--- config.mk ---
export PLATFORM = sky130hd
export DESIGN_NAME = mpscfg_regs
export DESIGN_NICKNAME = d
export VERILOG_FILES = /design/src/include/mpscfg_pkg.sv /design/src/hdl/mpscfg_regs.sv
export SDC_FILE = /design/constraint.sdc
export NUM_CORES = 1
export LEC_CHECK = 0
export BUFFER_PORTS_ARGS = -buffer_cell sky130_fd_sc_hd__buf_4
export CORE_MARGIN = 8
export CORE_UTILIZATION = 45
export DETAILED_ROUTE_END_ITERATION = 12
export PLACE_DENSITY = 0.88
export SLEW_MARGIN = 10
export SYNTH_ARGS = -nofsm -noshare
export SYNTH_HDL_FRONTEND = slang
export SYNTH_SLANG_ARGS = --single-unit
--- constraint.sdc ---
create_clock -name clk -period 2.29 [get_ports clk]
set_input_delay 0.1145 -clock clk [delete_from_list [all_inputs] [get_ports clk]]
set_output_delay 0.1145 -clock clk [all_outputs]
set_load 0.05 [all_outputs]
--- src/include/mpscfg_pkg.sv ---
package mpscfg_pkg;

  // ----------------------------------------------------------------
  // Register offsets
  // ----------------------------------------------------------------
  localparam logic [7:0] MPSCFG_OFS_FIXED_ONES  = 8'h39;
  localparam logic [7:0] MPSCFG_OFS_BIAS_BOOST  = 8'h3A;
  localparam logic [7:0] MPSCFG_OFS_CLK_SYSREF  = 8'h53;
  localparam logic [7:0] MPSCFG_OFS_SOFT_SYSREF = 8'h54;
  localparam logic [7:0] MPSCFG_OFS_PDN         = 8'h55;
  localparam logic [7:0] MPSCFG_OFS_BIAS_EN     = 8'h56;
  localparam logic [7:0] MPSCFG_OFS_PDN_SEL     = 8'h26;

  // ----------------------------------------------------------------
  // Field positions
  // ----------------------------------------------------------------
  localparam int MPSCFG_BIT_CLK_DIV      = 7;
  localparam int MPSCFG_BIT_SYSREF_IGN   = 6;
  localparam int MPSCFG_BIT_SYSREF_LVL   = 0;
  localparam int MPSCFG_BIT_SOFT_EN      = 7;
  localparam int MPSCFG_BIT_PDN_REQ      = 4;
  localparam int MPSCFG_BIT_PDN_SEL      = 5;
  localparam int MPSCFG_BIT_BOOST        = 6;
  localparam int MPSCFG_BIT_BOOST_EN     = 3;
  localparam int MPSCFG_BIT_FIXED_HI     = 7;
  localparam int MPSCFG_BIT_FIXED_LO     = 6;

  // Implemented bits per register; all others are reserved
  localparam logic [7:0] MPSCFG_MSK_FIXED_ONES  = 8'hC0;
  localparam logic [7:0] MPSCFG_MSK_BIAS_BOOST  = 8'h40;
  localparam logic [7:0] MPSCFG_MSK_CLK_SYSREF  = 8'hC1;
  localparam logic [7:0] MPSCFG_MSK_SOFT_SYSREF = 8'h80;
  localparam logic [7:0] MPSCFG_MSK_PDN         = 8'h10;
  localparam logic [7:0] MPSCFG_MSK_BIAS_EN     = 8'h08;
  localparam logic [7:0] MPSCFG_MSK_PDN_SEL     = 8'h20;

  // ----------------------------------------------------------------
  // Reset value of every register
  // ----------------------------------------------------------------
  localparam logic [7:0] MPSCFG_RST_VAL = 8'h00;

endpackage : mpscfg_pkg

--- src/hdl/mpscfg_regs.sv ---
`timescale 1ns/1ps
// Overview of operation
// Clock divider bit: 0 divide-4, 1 divide-2
// Host must program divide-by-two setting
// sysref_ignore set blocks external SYSREF input
// sysref_soft_level drives internal SYSREF level
// sysref_soft_enable hands SYSREF to register path
// Power-down request gates selected mask blocks
// Bias boost bit raises buffer current
// Boost enable bit must accompany boost
// Host writes ones into fixed field
// Select bit picks mask one or two
// Reserved bits ignored, read back zero
// All registers clear to zero on reset
module mpscfg_regs
  import mpscfg_pkg::*;
#(
  parameter int MASK_W = 12
) (
  clk,
  rst,
  wr_en,
  rd_en,
  addr,
  wdata,
  rdata,
  rd_hit,
  sysref_pin,
  masked_powerdown_request_a,
  masked_powerdown_request_b,
  clk_div_by_two,
  sysref_int,
  pdn_blocks,
  bias_boost_on,
  fixed_ones_ok
);
  input  wire logic              clk;
  input  wire logic              rst;
  input  wire logic              wr_en;
  input  wire logic              rd_en;
  input  wire logic [7:0]        addr;
  input  wire logic [7:0]        wdata;
  output logic      [7:0]        rdata;
  output logic                   rd_hit;
  input  wire logic              sysref_pin;
  input  wire logic [MASK_W-1:0] masked_powerdown_request_a;
  input  wire logic [MASK_W-1:0] masked_powerdown_request_b;
  output logic                   clk_div_by_two;
  output logic                   sysref_int;
  output logic      [MASK_W-1:0] pdn_blocks;
  output logic                   bias_boost_on;
  output logic                   fixed_ones_ok;

  // ----------------------------------------------------------------
  // Elaboration checks
  // ----------------------------------------------------------------
  if (MASK_W < 1 || MASK_W > 64) begin : g_bad_mask_w
    $error("MASK_W must lie between 1 and 64");
  end

  // ----------------------------------------------------------------
  // Register storage
  // ----------------------------------------------------------------
  logic [7:0] fixed_reg,  fixed_next;
  logic [7:0] boost_reg,  boost_next;
  logic [7:0] clksr_reg,  clksr_next;
  logic [7:0] softsr_reg, softsr_next;
  logic [7:0] pdn_reg,    pdn_next;
  logic [7:0] boosten_reg, boosten_next;
  logic [7:0] pdnsel_reg, pdnsel_next;
  logic [7:0] rdata_reg,  rdata_next;
  logic       hit_reg,    hit_next;

  // Write decode; reserved positions masked so they never store
  always_comb begin
    fixed_next   = fixed_reg;
    boost_next   = boost_reg;
    clksr_next   = clksr_reg;
    softsr_next  = softsr_reg;
    pdn_next     = pdn_reg;
    boosten_next = boosten_reg;
    pdnsel_next  = pdnsel_reg;
    if (wr_en) begin
      if (addr == MPSCFG_OFS_FIXED_ONES) begin
        fixed_next = wdata & MPSCFG_MSK_FIXED_ONES; // see R09
      end else if (addr == MPSCFG_OFS_BIAS_BOOST) begin
        boost_next = wdata & MPSCFG_MSK_BIAS_BOOST;
      end else if (addr == MPSCFG_OFS_CLK_SYSREF) begin
        clksr_next = wdata & MPSCFG_MSK_CLK_SYSREF;
      end else if (addr == MPSCFG_OFS_SOFT_SYSREF) begin
        softsr_next = wdata & MPSCFG_MSK_SOFT_SYSREF;
      end else if (addr == MPSCFG_OFS_PDN) begin
        pdn_next = wdata & MPSCFG_MSK_PDN;
      end else if (addr == MPSCFG_OFS_BIAS_EN) begin
        boosten_next = wdata & MPSCFG_MSK_BIAS_EN;
      end else if (addr == MPSCFG_OFS_PDN_SEL) begin
        pdnsel_next = wdata & MPSCFG_MSK_PDN_SEL;
      end
    end
  end

  // Read mux; unmapped offsets return zero with no hit
  always_comb begin
    rdata_next = 8'h00;
    hit_next   = 1'b0;
    if (rd_en) begin
      hit_next = 1'b1;
      if (addr == MPSCFG_OFS_FIXED_ONES) begin
        rdata_next = fixed_reg;
      end else if (addr == MPSCFG_OFS_BIAS_BOOST) begin
        rdata_next = boost_reg;
      end else if (addr == MPSCFG_OFS_CLK_SYSREF) begin
        rdata_next = clksr_reg;
      end else if (addr == MPSCFG_OFS_SOFT_SYSREF) begin
        rdata_next = softsr_reg;
      end else if (addr == MPSCFG_OFS_PDN) begin
        rdata_next = pdn_reg;
      end else if (addr == MPSCFG_OFS_BIAS_EN) begin
        rdata_next = boosten_reg;
      end else if (addr == MPSCFG_OFS_PDN_SEL) begin
        rdata_next = pdnsel_reg;
      end else begin
        hit_next = 1'b0;
      end
    end
  end

  // All storage clears to zero, giving divide-by-four and normal operation
  always_ff @(posedge clk) begin
    if (rst) begin
      fixed_reg   <= MPSCFG_RST_VAL;
      boost_reg   <= MPSCFG_RST_VAL;
      clksr_reg   <= MPSCFG_RST_VAL;
      softsr_reg  <= MPSCFG_RST_VAL;
      pdn_reg     <= MPSCFG_RST_VAL;
      boosten_reg <= MPSCFG_RST_VAL;
      pdnsel_reg  <= MPSCFG_RST_VAL;
      rdata_reg   <= MPSCFG_RST_VAL;
      hit_reg     <= 1'b0;
    end else begin
      fixed_reg   <= fixed_next;
      boost_reg   <= boost_next;
      clksr_reg   <= clksr_next;
      softsr_reg  <= softsr_next;
      pdn_reg     <= pdn_next;
      boosten_reg <= boosten_next;
      pdnsel_reg  <= pdnsel_next;
      rdata_reg   <= rdata_next;
      hit_reg     <= hit_next;
    end
  end

  assign rdata  = rdata_reg;
  assign rd_hit = hit_reg;

  // ----------------------------------------------------------------
  // Control outputs
  // ----------------------------------------------------------------
  logic [MASK_W-1:0] mask_sel;
  logic              sysref_pin_path;

  // Divider setting straight from its bit; host is expected to pick two
  assign clk_div_by_two = clksr_reg[MPSCFG_BIT_CLK_DIV]; // see R01

  // Ignore only gates the pin path, never the soft level
  assign sysref_pin_path = sysref_pin & ~clksr_reg[MPSCFG_BIT_SYSREF_IGN];
  assign sysref_int = softsr_reg[MPSCFG_BIT_SOFT_EN] ? clksr_reg[MPSCFG_BIT_SYSREF_LVL] // see R04
                                                      : sysref_pin_path;

  // Mask select then request gate
  assign mask_sel   = pdnsel_reg[MPSCFG_BIT_PDN_SEL] ? masked_powerdown_request_b : masked_powerdown_request_a;
  assign pdn_blocks = pdn_reg[MPSCFG_BIT_PDN_REQ] ? mask_sel : '0;

  // Boost needs both bits; either alone leaves normal bias
  assign bias_boost_on = boost_reg[MPSCFG_BIT_BOOST] & boosten_reg[MPSCFG_BIT_BOOST_EN]; // see R07

  // Status flag so software misprogramming of the fixed field is visible
  assign fixed_ones_ok = fixed_reg[MPSCFG_BIT_FIXED_HI] & fixed_reg[MPSCFG_BIT_FIXED_LO];
endmodule : mpscfg_regs

==> results.sh <==
export IMPL_status="finished clean"
export IMPL_finalCritPeriodShare=0.765
export IMPL_synth_area_um2=1080
export IMPL_layout_commonest_cell="buf_4"
export IMPL_finalSetupTns_ns=0
export IMPL_clockBufferDepth=2
export IMPL_grt_max_degree=15
export IMPL_worstSetupStartpointType="flop"
export IMPL_required_ns=2.18
export IMPL_yosys_register_bits=17
export IMPL_nets=228
export IMPL_crit_path_max_fanout=14
export IMPL_switching_share=0.257
export IMPL_routabilityCongestion=0.824
export IMPL_mostFrequentLayoutCells="buf_4, mux2i_1, dfxtp_1, nor2b_1, nor2_1"
export IMPL_drt_wl_total_mm=3.57
export IMPL_tightest_slew_ns=0.714
export IMPL_p_comb_frac=0.204
export IMPL_htree_levels=1
export IMPL_grt_first_pass_wirelength_mm=5.46
export IMPL_rows=17
export IMPL_hold_viol_final=0
export IMPL_cts_buffers=3
export IMPL_power_density_nw_per_um2=362
export IMPL_setup_viol_count_final=0
export IMPL_grt_usage=0.162
export IMPL_setup_worst_path_class="flop to primary output"
export IMPL_die_area_um2=4240
export IMPL_ios=70
export IMPL_antenna_left=0
export IMPL_initial_utilization=0.481
export IMPL_ir_drop_mv=0.344
export IMPL_postLayoutCellArea_um2=1590
export IMPL_vias=1118
export IMPL_slew_viol_final=0
export IMPL_core_region_area_um2=2250
export IMPL_insertion_delay_ns=0.30
export IMPL_antenna_found_initial=0
export IMPL_ys_seq_area_frac=0.314
export IMPL_dp_hpwl_mm=2.94
export IMPL_p_leak_uw=0.000793
export IMPL_yosysWarnings=0
export IMPL_ys_types=32
export IMPL_p_total_uw=577
export IMPL_relSlewSlack=0.523
export IMPL_min_period_ns=1.75
export IMPL_drc_errors=0
export IMPL_syn_area_per_cell_um2=9.12
export IMPL_cts_setup_buffers=0
export IMPL_antenna_cells=0
export IMPL_cts_root_buf="clkbuf_4"
export IMPL_drive_above_1_share=0.434
export IMPL_firstDrtPassIters=4
export IMPL_post_cts_resized=0
export IMPL_grt_setup_unrepaired="false"
export IMPL_gr_total_overflow=0
export IMPL_die_x_um=65.1
export IMPL_fmax_mhz=571
export IMPL_fillers=191
export IMPL_grt_pass1_vias=1117
export IMPL_synthToLayoutAreaGrowth_pct=46.9
export IMPL_holdCritPathClass="primary input to flop"
export IMPL_wl_per_cell_um=17.0
export IMPL_largest_reg_flops=6
export IMPL_power_switching_uw=148
export IMPL_via_per_inst=5.32
export IMPL_seqPwrFrac=0.513
export IMPL_clkPwrFrac=0.282
export IMPL_port_buffers=65
export IMPL_intPower_uw=429
export IMPL_arrival_ns=1.64
export IMPL_dpl_cell_area_um2=1570
export IMPL_cap_viol_max_count=0
export IMPL_numClockSinks=17
export IMPL_first_iter_violations=49
export IMPL_ctsHoldBuffers=0
export IMPL_tritoncts="done"
export IMPL_die_h_um=65.1
export IMPL_post_synth_inst_count=119
export IMPL_clk_pin_slew_worst_paths_ns=0.10
export IMPL_final_setup_skew_ns=0.00411
export IMPL_end_kind="primary output"
[power groups by stage]
stage               clock network, uW  logic, uW  registers, uW
detailed placement                  0        116            303
finish                            163        118            296
global placement                    0        112            303
global route                      179        125            296
CTS                               168        117            296
floorplan                           0       48.1            303
[routing by layer]
metal  global-route usage  up-vias  wire length, um
li1                     -      546                -
met1                0.162      524             1200
met2                0.312       40             2060
met3               0.0407        8              245
met4               0.0654        0               61
met5                    0        -                0
[cell usage after synthesis]
cell type | n | area, um2
mux2_2 | 1 | 11.3
nand4_2 | 1 | 12.5
and3b_1 | 1 | 8.76
and4bb_4 | 2 | 32.5
a31oi_1 | 2 | 12.5
clkbuf_1 | 2 | 7.51
and2_4 | 2 | 17.5
nor2b_2 | 1 | 8.76
buf_4 | 2 | 15.0
nand3_1 | 7 | 35.0
and4b_1 | 1 | 10.0
buf_2 | 2 | 10.0
and2b_2 | 1 | 8.76
o21ai_2 | 1 | 8.76
dfxtp_1 | 17 | 340
a21oi_1 | 2 | 10.0
and3_1 | 6 | 37.5
and2b_1 | 1 | 7.51
and2_1 | 2 | 12.5
nor2b_1 | 16 | 100
o21ai_0 | 2 | 10.0
and4bb_2 | 2 | 25.0
buf_6 | 1 | 11.3
nand4_1 | 3 | 18.8
a22o_1 | 1 | 8.76
nor2_1 | 13 | 48.8
nand2b_1 | 1 | 6.26
mux2i_1 | 22 | 220
and4_1 | 1 | 8.76
nand2_1 | 1 | 3.75
and4bb_1 | 1 | 12.5
conb_1 | 1 | 3.75
[critical path: stages (launching register included)]
cell	delay [ns]
dfxtp_1	0.79
mux2i_1	0.17
nor2b_1	0.16
buf_4	0.22
[per-stage QoR]
stage / cells / util / hold slack (ns) / setup WS, ns
after floorplan: 120 / - / 0.258 / 0.686
after global placement: 206 / 0.695 / 0.344 / 0.924
after detailed placement: 206 / 0.695 / 0.356 / 0.856
after CTS: 210 / 0.707 / 0.0408 / 0.532
after global routing: 210 / 0.707 / 0.0647 / 0.438
final: 210 / 0.707 / 0.0424 / 0.537
[final timing paths]
check,from,endpoint,slack [ns],depth (start not counted)
worst max-delay path,pdnsel_reg[5]$_SDFFE_PP0P_,pdn_blocks[6],0.54,3
worst min-delay path,wdata[4],pdn_reg[4]$_SDFFE_PP0P_,0.04,3
worst max register to register,pdnsel_reg[5]$_SDFFE_PP0P_,pdnsel_reg[5]$_SDFFE_PP0P_,1.14,2
worst min register to register,boost_reg[6]$_SDFFE_PP0P_,rdata[6]$_SDFF_PP0_,0.51,2
[kinds of logic (layout without fill, tap and decap cells)]
family / Yosys count / count (layout) / synth area share
other cells: 1 / 2 / 0.00346
compound gates: 8 / 8 / 0.0461
mux: 23 / 23 / 0.213
buf+inv: 7 / 69 / 0.0404
simple gates: 63 / 63 / 0.383
flops: 17 / 17 / 0.314
[layout make-up]
cell class | instances | area [um2] | area share
Tap cell | 28 | 35.0 | 0.0220
Clock buffer | 4 | 26.3 | 0.0165
Multi-Input combinational cell | 96 | 704 | 0.442
Sequential cell | 17 | 340 | 0.214
Timing Repair Buffer | 65 | 488 | 0.306
(Power assumes the default switching activity.)
